## config.mk

```make
export PLATFORM = sky130hd
export DESIGN_NAME = sr_status_srq
export DESIGN_NICKNAME = d
export VERILOG_FILES = /design/src/sr_pkg.sv /design/src/sr_status_srq.sv /design/src/sr_msg_decode.sv
export VERILOG_INCLUDE_DIRS = /design/src
export SDC_FILE = /design/constraint.sdc
export NUM_CORES = 1
export LEC_CHECK = 0
export ABC_AREA = 1
export BUFFER_PORTS_ARGS = -buffer_cell sky130_fd_sc_hd__buf_2
export CAP_MARGIN = 20
export CORE_ASPECT_RATIO = 0.7
export CORE_MARGIN = 2
export CORE_UTILIZATION = 50
export CTS_BUF_LIST = sky130_fd_sc_hd__clkbuf_8 sky130_fd_sc_hd__clkbuf_16
export CTS_CLUSTER_DIAMETER = 150
export DETAILED_ROUTE_END_ITERATION = 16
export GPL_ROUTABILITY_DRIVEN = 0
export HOLD_SLACK_MARGIN = 0.12
export PLACE_DENSITY = 0.92
export SYNTH_ARGS = -nofsm -noshare
export SYNTH_HDL_FRONTEND = slang
export SYNTH_HIERARCHICAL = 1
export SYNTH_SLANG_ARGS = --single-unit
```

## constraint.sdc

```tcl
create_clock -name i_mclk -period 7.4 [get_ports i_mclk]
set_clock_uncertainty 0.05 [all_clocks]
set_input_delay 1.11 -clock i_mclk [delete_from_list [all_inputs] [get_ports i_mclk]]
set_output_delay 1.11 -clock i_mclk [all_outputs]
set_load 0.05 [all_outputs]
```

## src/sr_cfg.svh

```systemverilog
/*
  constants for the bus status and service request block: status bit
  positions, interface message codes, mask width and reset values.
  assumes the includer is a design or package file of this block.
*/
`ifndef SR_CFG_SVH
`define SR_CFG_SVH

// status bit positions, zero based (poll bit n sits at index n-1)
`define SR_BIT_OVERRANGE 0
`define SR_BIT_UNUSED2 1
`define SR_BIT_FRONT_REQ 2
`define SR_BIT_CAL_DONE 3
`define SR_BIT_DATA_AVAIL 4
`define SR_BIT_ANY_ERROR 5
`define SR_BIT_REQUEST 6
`define SR_BIT_UNUSED8 7

`define SR_MASK_W 6
`define SR_MASK_RESET 6'h00
`define SR_STATUS_RESET 8'h00

// multiline interface message codes, seven bits, parity bit ignored
`define SR_MSG_GTL 7'h01
`define SR_MSG_SDC 7'h04
`define SR_MSG_GET 7'h08
`define SR_MSG_LLO 7'h11
`define SR_MSG_DCL 7'h14
`define SR_MSG_SPE 7'h18
`define SR_MSG_SPD 7'h19
`define SR_MSG_UNL 7'h3f
`define SR_MSG_UNT 7'h5f
`define SR_LAG_BASE 2'b01
`define SR_TAG_BASE 2'b10

// input buffer special characters
`define SR_CHAR_CLEAR 8'h2a
`define SR_CHAR_TRIG 8'h3f

`endif

```

## src/sr_pkg.sv

```systemverilog
/*
  types shared by the status and service request block.
  assumes sr_cfg.svh is on the include path.
*/
`default_nettype none
`include "sr_cfg.svh"

package sr_pkg;

  // talker function state of the bus interface
  typedef enum logic [1:0] {
    TALK_IDLE = 2'b00,
    TALK_ADDRESSED = 2'b01,
    TALK_ONLY = 2'b10
  } talk_state_t;

  // what the interface does with a multiline byte
  typedef enum logic [2:0] {
    MSG_NONE = 3'b000,
    MSG_UNIVERSAL = 3'b001,
    MSG_ADDRESSED = 3'b010,
    MSG_ADDRESS = 3'b011,
    MSG_DATA = 3'b100
  } msg_class_t;

endpackage : sr_pkg
`default_nettype wire

```

## src/sr_status_srq.sv

```systemverilog
/*
  status register, request mask, service request line and interface
  message handling of the instrument's bus port.
  assumes bytes, handshakes and instrument events arrive as one-cycle
  strobes synchronous to i_mclk; the command parser and measurement
  engine sit outside and talk through the strobes below.
*/
`timescale 1ns/1ps
`default_nettype none
`include "sr_cfg.svh"

module sr_status_srq #(
  parameter int MASK_W = `SR_MASK_W
) (
  // clock and reset
  input wire logic i_mclk,
  input wire logic i_nrst,
  // bus lines
  input wire logic i_atn,
  input wire logic i_ifc,
  input wire logic i_ren,
  input wire logic i_byte_valid,
  input wire logic [7:0] i_byte,
  input wire logic [4:0] i_my_addr,
  input wire logic i_talk_only_sw,
  input wire logic i_talk_byte_taken,
  // instrument events
  input wire logic i_overrange,
  input wire logic i_front_req,
  input wire logic i_cal_done,
  input wire logic i_error,
  input wire logic i_obuf_load,
  input wire logic i_obuf_read,
  input wire logic i_dev_cmd,
  input wire logic i_new_string,
  input wire logic i_trigger,
  input wire logic i_meas_busy,
  input wire logic i_clear_exec,
  // mask commands from the parser, two decimal digits
  input wire logic i_mask_set,
  input wire logic [3:0] i_mask_tens,
  input wire logic [3:0] i_mask_ones,
  input wire logic i_mask_query,
  // bus outputs
  output logic o_srq_n,
  output logic o_talk_sel_status,
  output logic [7:0] o_talk_byte,
  output logic o_talker,
  output logic o_listener,
  // toward the input buffer and instrument
  output logic o_ibuf_write,
  output logic [7:0] o_ibuf_char,
  output logic o_ibuf_front,
  output logic o_ibuf_flush,
  output logic o_string_end,
  output logic o_clear_pending,
  output logic o_mask_clear,
  // readback
  output logic [7:0] o_status,
  output logic [5:0] o_mask,
  output logic o_mask_resp_valid,
  output logic [7:0] o_mask_resp,
  output logic o_remote,
  output logic o_lockout
);

  logic [7:0] status_q, status_d;
  logic [MASK_W-1:0] mask_q, mask_d;
  logic req_q;
  sr_pkg::talk_state_t talk_q, talk_d;
  logic listen_q, spoll_q, remote_q, lockout_q, clr_wait_q, to_seen_q;
  logic [7:0] talk_byte_q;
  logic srq_n_q, sel_q, talker_q, pend_q;
  logic ibuf_w_q, ibuf_front_q, flush_q, str_end_q;
  logic [7:0] ibuf_char_q;
  logic mresp_v_q;
  logic [7:0] mresp_q;

  wire logic [2:0] cls;
  wire logic my_lsn, my_tlk, oth_tlk;

  sr_msg_decode u_dec (
    .i_atn(i_atn),
    .i_valid(i_byte_valid),
    .i_byte(i_byte),
    .i_my_addr(i_my_addr),
    .o_class(cls),
    .o_my_listen(my_lsn),
    .o_my_talk(my_tlk),
    .o_other_talk(oth_tlk)
  );

  // two decimal digits to binary, cut to 8 bits; the mask load cuts it to the mask width
  function automatic logic [7:0] bcd_to_bin(input logic [3:0] t, o);
    bcd_to_bin = 8'((t * 4'ha) + o);
  endfunction : bcd_to_bin

  // binary back to two ascii-free decimal digits for the query answer
  function automatic logic [7:0] bin_to_bcd(input logic [7:0] b);
    logic [7:0] t;
    t = b / 8'h0a;
    bin_to_bcd = {t[3:0], 4'(b - t * 8'h0a)};
  endfunction : bin_to_bcd

  wire logic [6:0] code = i_byte[6:0];
  wire logic uc = cls == sr_pkg::MSG_UNIVERSAL;
  wire logic ac = cls == sr_pkg::MSG_ADDRESSED && listen_q;
  wire logic adr = cls == sr_pkg::MSG_ADDRESS;
  wire logic got_dcl = uc && code == `SR_MSG_DCL;
  wire logic got_sdc = ac && code == `SR_MSG_SDC;
  wire logic got_clear = got_dcl || got_sdc;
  wire logic got_get = ac && code == `SR_MSG_GET;
  wire logic got_gtl = ac && code == `SR_MSG_GTL;
  wire logic got_llo = uc && code == `SR_MSG_LLO;
  wire logic got_spe = uc && code == `SR_MSG_SPE;
  wire logic got_spd = uc && code == `SR_MSG_SPD;
  wire logic got_unl = adr && code == `SR_MSG_UNL;
  wire logic got_unt = adr && code == `SR_MSG_UNT;
  wire logic [7:0] mask_bin = bcd_to_bin(i_mask_tens, i_mask_ones);

  // clear terms shared by several status bits
  wire logic clr_cmd = i_dev_cmd || i_new_string;
  wire logic clr_trig = i_trigger || got_get;
  wire logic clr_read = i_obuf_read;
  // an error loads an error message into the output buffer as well
  wire logic load_evt = i_obuf_load || i_error;
  wire logic [5:0] low_next = status_d[5:0];
  wire logic [5:0] mask_ext = 6'(mask_q);

  // status bits: set wins over clear in the same cycle
  always_comb begin
    status_d = status_q;
    if (clr_cmd || clr_trig || clr_read)
      status_d[`SR_BIT_OVERRANGE] = 1'b0;
    if (i_overrange)
      status_d[`SR_BIT_OVERRANGE] = 1'b1;
    if (clr_cmd)
      status_d[`SR_BIT_FRONT_REQ] = 1'b0;
    if (i_front_req)
      status_d[`SR_BIT_FRONT_REQ] = 1'b1;
    if (clr_cmd)
      status_d[`SR_BIT_CAL_DONE] = 1'b0;
    if (i_cal_done)
      status_d[`SR_BIT_CAL_DONE] = 1'b1;
    if (clr_cmd || clr_trig || clr_read)
      status_d[`SR_BIT_DATA_AVAIL] = 1'b0;
    if (load_evt)
      status_d[`SR_BIT_DATA_AVAIL] = 1'b1;
    if (clr_cmd || clr_read)
      status_d[`SR_BIT_ANY_ERROR] = 1'b0;
    if (i_error)
      status_d[`SR_BIT_ANY_ERROR] = 1'b1;
    status_d[`SR_BIT_UNUSED2] = 1'b0;
    status_d[`SR_BIT_UNUSED8] = 1'b0;
    status_d[`SR_BIT_REQUEST] = req_q;
  end

  // mask updates: clear wins, as the clear must hold requests off
  always_comb begin
    mask_d = mask_q;
    if (i_mask_set)
      mask_d = MASK_W'(mask_bin);
    if (got_clear || i_clear_exec)
      mask_d = MASK_W'(`SR_MASK_RESET);
  end

  // talker state; talk-only is taken after reset and on every ifc
  always_comb begin
    talk_d = talk_q;
    if (my_tlk)
      talk_d = sr_pkg::TALK_ADDRESSED;
    else if ((oth_tlk || got_unt) && talk_q == sr_pkg::TALK_ADDRESSED)
      talk_d = sr_pkg::TALK_IDLE;
    if (i_ifc || !to_seen_q)
      talk_d = i_talk_only_sw ? sr_pkg::TALK_ONLY : sr_pkg::TALK_IDLE;
  end

  // request bit: taken on each buffer load, dropped when masked bits clear
  wire logic masked_any = |(low_next & mask_ext);
  wire logic req_d = load_evt ? masked_any : (req_q && masked_any);

  // status register, mask and request
  always_ff @(posedge i_mclk) begin
    if (!i_nrst) begin
      status_q <= `SR_STATUS_RESET;
      mask_q <= MASK_W'(`SR_MASK_RESET);
      req_q <= 1'b0;
    end else begin
      status_q <= status_d;
      mask_q <= mask_d;
      req_q <= req_d;
    end
  end

  // talker and listener state; ifc touches only these flags
  always_ff @(posedge i_mclk) begin
    if (!i_nrst) begin
      talk_q <= sr_pkg::TALK_IDLE;
      talker_q <= 1'b0;
      listen_q <= 1'b0;
      spoll_q <= 1'b0;
    end else begin
      talk_q <= talk_d;
      talker_q <= talk_d != sr_pkg::TALK_IDLE;
      if (i_ifc) begin
        listen_q <= 1'b0;
        spoll_q <= 1'b0;
      end else begin
        if (my_lsn)
          listen_q <= 1'b1;
        else if (got_unl)
          listen_q <= 1'b0;
        if (got_spe)
          spoll_q <= 1'b1;
        else if (got_spd)
          spoll_q <= 1'b0;
      end
    end
  end

  // first edge after reset takes the switch; reset may load only constants
  always_ff @(posedge i_mclk) begin
    if (!i_nrst)
      to_seen_q <= 1'b0;
    else
      to_seen_q <= 1'b1;
  end

  // remote and lockout
  always_ff @(posedge i_mclk) begin
    if (!i_nrst) begin
      remote_q <= 1'b0;
      lockout_q <= 1'b0;
    end else if (!i_ren) begin
      remote_q <= 1'b0;
      lockout_q <= 1'b0;
    end else begin
      if (my_lsn)
        remote_q <= 1'b1;
      else if (got_gtl)
        remote_q <= 1'b0;
      if (got_llo)
        lockout_q <= 1'b1;
    end
  end

  // input buffer traffic: only data, dcl/sdc and get are written
  always_ff @(posedge i_mclk) begin
    if (!i_nrst) begin
      ibuf_w_q <= 1'b0;
      ibuf_char_q <= 8'h00;
      ibuf_front_q <= 1'b0;
      flush_q <= 1'b0;
      str_end_q <= 1'b0;
      clr_wait_q <= 1'b0;
      pend_q <= 1'b0;
    end else begin
      ibuf_w_q <= (cls == sr_pkg::MSG_DATA) || got_clear || got_get;
      ibuf_char_q <= got_clear ? `SR_CHAR_CLEAR :
                     got_get ? `SR_CHAR_TRIG : i_byte;
      ibuf_front_q <= got_clear;
      flush_q <= got_clear;
      str_end_q <= got_get;
      // clear is released to the parser only once the reading is done
      if (got_clear)
        clr_wait_q <= 1'b1;
      else if (i_clear_exec)
        clr_wait_q <= 1'b0;
      pend_q <= (got_clear || (clr_wait_q && !i_clear_exec))
                && !i_meas_busy;
    end
  end

  // bus outputs: poll data comes from the status register directly,
  // so the output buffer is never popped during a poll
  wire logic poll_talk = spoll_q && !i_atn;
  always_ff @(posedge i_mclk) begin
    if (!i_nrst) begin
      srq_n_q <= 1'b1;
      sel_q <= 1'b0;
      talk_byte_q <= 8'h00;
      mresp_v_q <= 1'b0;
      mresp_q <= 8'h00;
    end else begin
      srq_n_q <= !req_q;
      sel_q <= poll_talk;
      talk_byte_q <= status_d;
      mresp_v_q <= i_mask_query;
      mresp_q <= bin_to_bcd(8'(mask_q));
    end
  end

  assign o_srq_n = srq_n_q;
  assign o_talk_sel_status = sel_q;
  assign o_talk_byte = talk_byte_q;
  assign o_talker = talker_q;
  assign o_listener = listen_q;
  assign o_ibuf_write = ibuf_w_q;
  assign o_ibuf_char = ibuf_char_q;
  assign o_ibuf_front = ibuf_front_q;
  assign o_ibuf_flush = flush_q;
  assign o_string_end = str_end_q;
  assign o_clear_pending = pend_q;
  assign o_mask_clear = flush_q;
  assign o_status = status_q;
  assign o_mask = 6'(mask_q);
  assign o_mask_resp_valid = mresp_v_q;
  assign o_mask_resp = mresp_q;
  assign o_remote = remote_q;
  assign o_lockout = lockout_q;

  // talk handshake is consumed outside; kept as a port for the talker
  wire logic unused_ok = i_talk_byte_taken;

endmodule : sr_status_srq
`default_nettype wire

```

## src/sr_msg_decode.sv

```systemverilog
/*
  classifies one multiline byte from the bus into data, address,
  universal or addressed messages, and compares addresses.
  assumes the byte is presented with its strobe in the same cycle.
*/
`timescale 1ns/1ps
`default_nettype none
`include "sr_cfg.svh"

module sr_msg_decode (
  // incoming byte
  input wire logic i_atn,
  input wire logic i_valid,
  input wire logic [7:0] i_byte,
  input wire logic [4:0] i_my_addr,
  // decoded class and flags
  output logic [2:0] o_class,
  output logic o_my_listen,
  output logic o_my_talk,
  output logic o_other_talk
);

  wire logic [6:0] code = i_byte[6:0];
  wire logic is_lag = code[6:5] == `SR_LAG_BASE;
  wire logic is_tag = code[6:5] == `SR_TAG_BASE;
  wire logic is_uc = code[6:4] == 3'h1;
  wire logic is_ac = code[6:4] == 3'h0;
  wire logic cmd = i_valid && i_atn;

  // atn decides between interface messages and device data
  assign o_class = !i_valid ? sr_pkg::MSG_NONE :
                   !i_atn ? sr_pkg::MSG_DATA :
                   (is_lag || is_tag) ? sr_pkg::MSG_ADDRESS :
                   is_uc ? sr_pkg::MSG_UNIVERSAL :
                   is_ac ? sr_pkg::MSG_ADDRESSED : sr_pkg::MSG_NONE;
  // address hits count only for a strobed byte under atn, so data bytes
  // or a released bus can never address or unaddress the device
  assign o_my_listen = cmd && is_lag && code[4:0] == i_my_addr;
  assign o_my_talk = cmd && is_tag && code[4:0] == i_my_addr;
  assign o_other_talk = cmd && is_tag && code[4:0] != i_my_addr;

endmodule : sr_msg_decode
`default_nettype wire

```

# Word level (Yosys, flattened, before mapping)
# Index checks and enable logic that the tools add are counted.
# Widths: inputs -> output; s select.
# totals
reg_bits	47
input_bits	42
out_inout_bits	51
wordCells	132
# classes
n_addsub	2
multipliers	2
div	1
eq_ne	19
n_mux	31
n_bitwise	2
reduce_logical	52
# op_table
cell	count
$eq 7x5->1 const B	4
$logic_and 1x1->1	21
$mux 1	20
$logic_or 1x1->1	14
$mux 3	4
$mux 6	2
$mux 2	5
$reduce_bool 2->1	5
$div 6x4->8 const B	1
$mul 8x3->3 const B	1
$eq 7x1->1 const B	1
$eq 7x3->1 const B	1
$eq 7x4->1 const B	1
$eq 7x6->1 const B	1
$eq 7x7->1 const B	1
$add 6x4->6	1
$and 6x6->6	1
$eq 3x1->1 const B	2
$eq 3x2->1 const B	2
$reduce_or 2->1	3
$reduce_or 6->1	1
$eq 5x5->1	1
$logic_not 1->1	5
$mul 4x3->5 const B	1
other kinds (9)	10

# Logic depth before layout (Yosys ltp)
# depth
ltp_word	18
ltp_mapped	17

# Hierarchy
# The synthesis kept the hierarchy.
# by_module_without_submodules
mod	instances	cells_each	area_each_um2	seq_area_each_um2
sr_status_srq	1	274	2087.0	880.8
sr_msg_decode	1	52	230.2	0.0

# Least setup slack after synthesis
# No wires, ideal clock.
# synth_timing
path_type	register to register
startpoint	register mask_q[5], in the netlist o_mask[5]
endpoint	register mresp_q[3], in the netlist o_mask_resp[3]
setup_time_ns	0.114
arrival_time_ns	2.589
slack_ns	4.647
stages_incl_launch_ff	16
path_buffers	0
path_cell_list	dfxtp_1 -> o21ai_0 -> nand2_1 -> nand2_1 -> inv_1 -> ha_1 -> nand2_1 -> nand3_2 -> nand2_2 -> ha_1 -> inv_1 -> fa_1 -> xnor2_1 -> nand2_1 -> nand2_1 -> nor2_2
# synth_between
elab_chain_cells	3
# synth_rtl
element	line_no	source
from (decl)	sr_status_srq.sv:68	logic [MASK_W-1:0] mask_q, mask_d;
from (signal assigned)	sr_status_srq.sv:186	mask_q <= MASK_W'(`SR_MASK_RESET);
from (signal assigned)	sr_status_srq.sv:190	mask_q <= mask_d;
$div 6x4->8	sr_status_srq.sv:101	t = b / 8'h0a;
$mul 8x3->3	sr_status_srq.sv:102	bin_to_bcd = {t[3:0], 4'(b - t * 8'h0a)};
$sub 4x4->4	sr_status_srq.sv:102	
to (signal assigned)	sr_status_srq.sv:289	mresp_q <= bin_to_bcd(8'(mask_q));
to (decl)	sr_status_srq.sv:77	logic [7:0] mresp_q;
# Every way passes these cells.
# A chain may end at the register's enable or synchronous reset.

# Worst setup path after layout
# layout_timing
startpoint	input port i_byte[5]
endpoint	register req_q
# layout_between
elab_chain_cells	18
word_cells_on_any_way	25
classes_between	eq/ne (5); mux (10); bitwise (1); reduce/logical (9)
# layout_rtl
element	line_no	source
from (decl)	sr_status_srq.sv:23	input wire logic [7:0] i_byte,
$logic_not 3->1	sr_msg_decode.sv:27	wire logic is_ac = code[6:4] == 3'h0;
$mux 2	sr_msg_decode.sv:35	is_ac ? sr_pkg::MSG_ADDRESSED : sr_pkg::MSG_NONE;
$mux 3	sr_msg_decode.sv:34	is_uc ? sr_pkg::MSG_UNIVERSAL :
$mux 3 *	sr_msg_decode.sv:33	(is_lag || is_tag) ? sr_pkg::MSG_ADDRESS :
$mux 3 *	sr_msg_decode.sv:32	!i_atn ? sr_pkg::MSG_DATA :
$mux 3 *	sr_msg_decode.sv:31	assign o_class = !i_valid ? sr_pkg::MSG_NONE :
via cls[1]	sr_status_srq.sv:79	wire logic [2:0] cls;
$eq 3x2->1 *	sr_status_srq.sv:107	wire logic ac = cls == sr_pkg::MSG_ADDRESSED && listen_q;
[... 2 more ...]	-	
$logic_or 1x1->1 *	sr_status_srq.sv:123	wire logic clr_trig = i_trigger || got_get;
$logic_or 1x1->1 * (2 in series)	sr_status_srq.sv:133, sr_status_srq.sv:145	
$mux 1 (on tied branches)	sr_status_srq.sv:133, sr_status_srq.sv:145	
$mux 1 (on tied branches)	sr_status_srq.sv:135, sr_status_srq.sv:147	
$and 6x6->6 *	sr_status_srq.sv:179	wire logic masked_any = |(low_next & mask_ext);
$reduce_or 6->1 *	sr_status_srq.sv:179	
$logic_and 1x1->1	sr_status_srq.sv:180	wire logic req_d = load_evt ? masked_any : (req_q && masked_any);
$mux 1 *	sr_status_srq.sv:180	
to (signal assigned)	sr_status_srq.sv:191	req_q <= req_d;
to (decl)	sr_status_srq.sv:69	logic req_q;
# The timed path passes the listed nets; every way through them passes the cells marked *.

==> results.ini <==
[synth]
async_flop_share_pct = 0
yosys_warnings = 6
synth_area_sq_mm = 0.00232
ys_top_cells_by_count = nand2_1 (74), inv_1 (57), dfxtp_1 (44)
syn_inst = 326
syn_avg_cell_area_sq_um = 7.11
synth_top_cell_by_area = dfxtp_1
synth-edff-count = 0
ys_dominant_reg_cell = dfxtp_1
ys_seq_area_share_pct = 38.0
synth-seq-cells = 44
yosysMostFrequentCell = nand2_1
synth_area_leaders = dfxtp_1 (38%), nand2_1 (12%), inv_1 (9.2%)
netlist.area_leader.share_pct = 38.0
yosysUniqueCellTypes = 33

[sta]
finalCritPeriodShare_pct = 36.9
rsz0062_at_grt = no
hold_viol = 0
maxSlewViolCount = 0
max_freq_ghz = 0.366
final.setup.tns_ns = 0
period_minus_slack_ns = 2.73
relSlewSlack_pct = 60.8
tightest_slew_ns = 0.585
setup_viol = 0

[global_routing]
grt_pass1_wl_microns = 8110
grt_most_used_layer = met2
grt_overflow = 0
grtUsageMet1_pct = 27.2
grtUsageMet3_pct = 4.35
grt_pass1_vias = 1888
grt_max_degree = 20
use_met2_pct = 32.1
antenna_found_initial = 0
track_usage_pct = 19.8

[cts]
numCtsBuffers = 5
cts-root-buf = clkbuf_8
clkSinkCount = 44
cts_setup_buffers = 0
cts_tree = built
cts_max_level = 2
cts_hold_buf = 0
cts_buffer_depth = 2
insertion_delay_ns = 0.29
ctsResizeCount = 0
clkTransAtPathRegs_ns = 0.09

[critical_path]
worstPathRequired_ns = 7.54
worst_setup_path_start_kind = input pin
crit_buf_inv = 3
worstReg2RegStart = o_mask[3]
slowest_delay_ns = 0.32
worstSetupPathType = in -> reg
cp_data_arrival_time_ns = 2.87
rr_endpoint = o_mask_resp[3]
worstPathMaxFanout = 10
end_kind = register
crit_family = simple AND/OR/NAND/NOR gates
critPathSlowestCell = ha_1
crit_chain = buf_2, inv_1, ha_1, a21oi_1, nand2_1, nor2_1, nand3_2, nand3_2, nand2_1, nand2_1, nand3_1, nand2_1, inv_1
r2r_slack_ns = 4.78
reg2regPathDepth = 16
crit_top_cell = nand2_1

[status]
outcome = finished clean

[finish]
final_nets = 462
drive_gt1_share_pct = 28.4
nFillCells = 411
areaGrowthSynthToFinish_pct = 22.2
utilization_pct = 64.3
antenna_cells = 0

[routing]
vias_per_cell = 4.72
drtIter0Drc = 121
vias = 2188
wirelength_microns = 5100
drt_pass1_iterations = 4
ant_nets = 0
wire_per_inst_microns = 11.0
drc = 0

[worst_hold_path]
hp-start = req_q
hold_path_end = o_srq_n
hold_depth = 1
hold_class = reg -> reg

[die]
dieArea_sq_mm = 0.00520
core_area_sq_mm = 0.00440
die_w_microns = 85.4
start_util_pct = 52.6
pin_count = 93
fp.dieH_microns = 61.0
rows = 20

[power]
ir_worst_vdd_mv = 0.155
power_w = 0.000570
power.leakage_nw = 1.60
powerDensity_mw_per_mm2 = 201

[place]
hpwl_microns = 4160
placement.io_buffers = 86

[flow_run]
maxCapViolations = 0

[sequential cells by signal, summed over array words and instances, names as in the netlist, 2 cells and up]
name,cells
o_ibuf_char,8
o_mask_resp,7
o_mask,6
o_talk_byte,6
talk_q,2
[layout make-up]
class	instances	area (sq um)	area share [%]
flip-flops and latches	44	881	31.1
repair buffers	86	430	15.2
clock buffers	5	68.8	2.43
clock inverters	3	46.3	1.63
multi-input cells	210	1110	39.1
well taps	55	68.8	2.43
inverters	61	229	8.09
[kinds of logic after synthesis]
family / count (synthesis) / share of synthesized area [%]
simple gates: 154 / 29.5
compound gates: 34 / 8.48
flops: 44 / 38.0
buf+inv: 76 / 14.8
xor+xnor: 5 / 1.89
fa+ha+maj: 12 / 7.13
other cells: 1 / 0.162
[worst max path at each step]
stage / start / end / slack [ns] / cells past startpoint
after floorplan: o_mask[5] / o_mask_resp[3] / 4.65 / 15
after global placement: i_byte[5] / req_q / 4.50 / 13
after detailed placement: i_byte[5] / req_q / 4.42 / 13
after CTS: i_byte[5] / req_q / 4.72 / 13
after global routing: i_byte[5] / req_q / 4.48 / 13
final: i_byte[5] / req_q / 4.67 / 13
[cells in the final DEF, fill, tap and decap left out, types with 4 or more instances in the layout]
cell type and instances:
buf_2 86, nand2_1 74, inv_1 57, dfxtp_1 44, nor2_1 39, a21oi_1 18, nand3_1 15, ha_1 10
nand2_2 7, a31oi_1 5, conb_1 5, clkbuf_8 5, nand3_2 4, nand4_1 4
[per-stage QoR]
step / hold WS, ns / setup WS (ns) / instances / instance area, sq um
2_1_floorplan: 0.334 / 4.65 / 330 / 2330
3_3_place_gp: 0.351 / 4.50 / 456 / 2720
3_5_place_dp: 0.366 / 4.42 / 456 / 2720
4_1_cts: 0.382 / 4.72 / 464 / 2830
5_1_grt: 0.397 / 4.48 / 464 / 2830
6_report: 0.379 / 4.67 / 464 / 2830
[power breakdown]
part	total (W)	leakage [nW]	internal [W]	switching, W
sequential	0.000253	0.361	0.000247	0.00000600
combinational	0.000132	1.18	0.0000386	0.0000935
clock	0.000184	0.0548	0.000102	0.0000824
[layer usage]
layer | share of wire [%] | vias up
li1 | - | 1152
met3 | 7.5 | 4
met1 | 48 | 948
met2 | 44 | 84
met5 | 0 | -
met4 | 0.84 | 0
No activity file was read; power rests on OpenSTA's default activity.
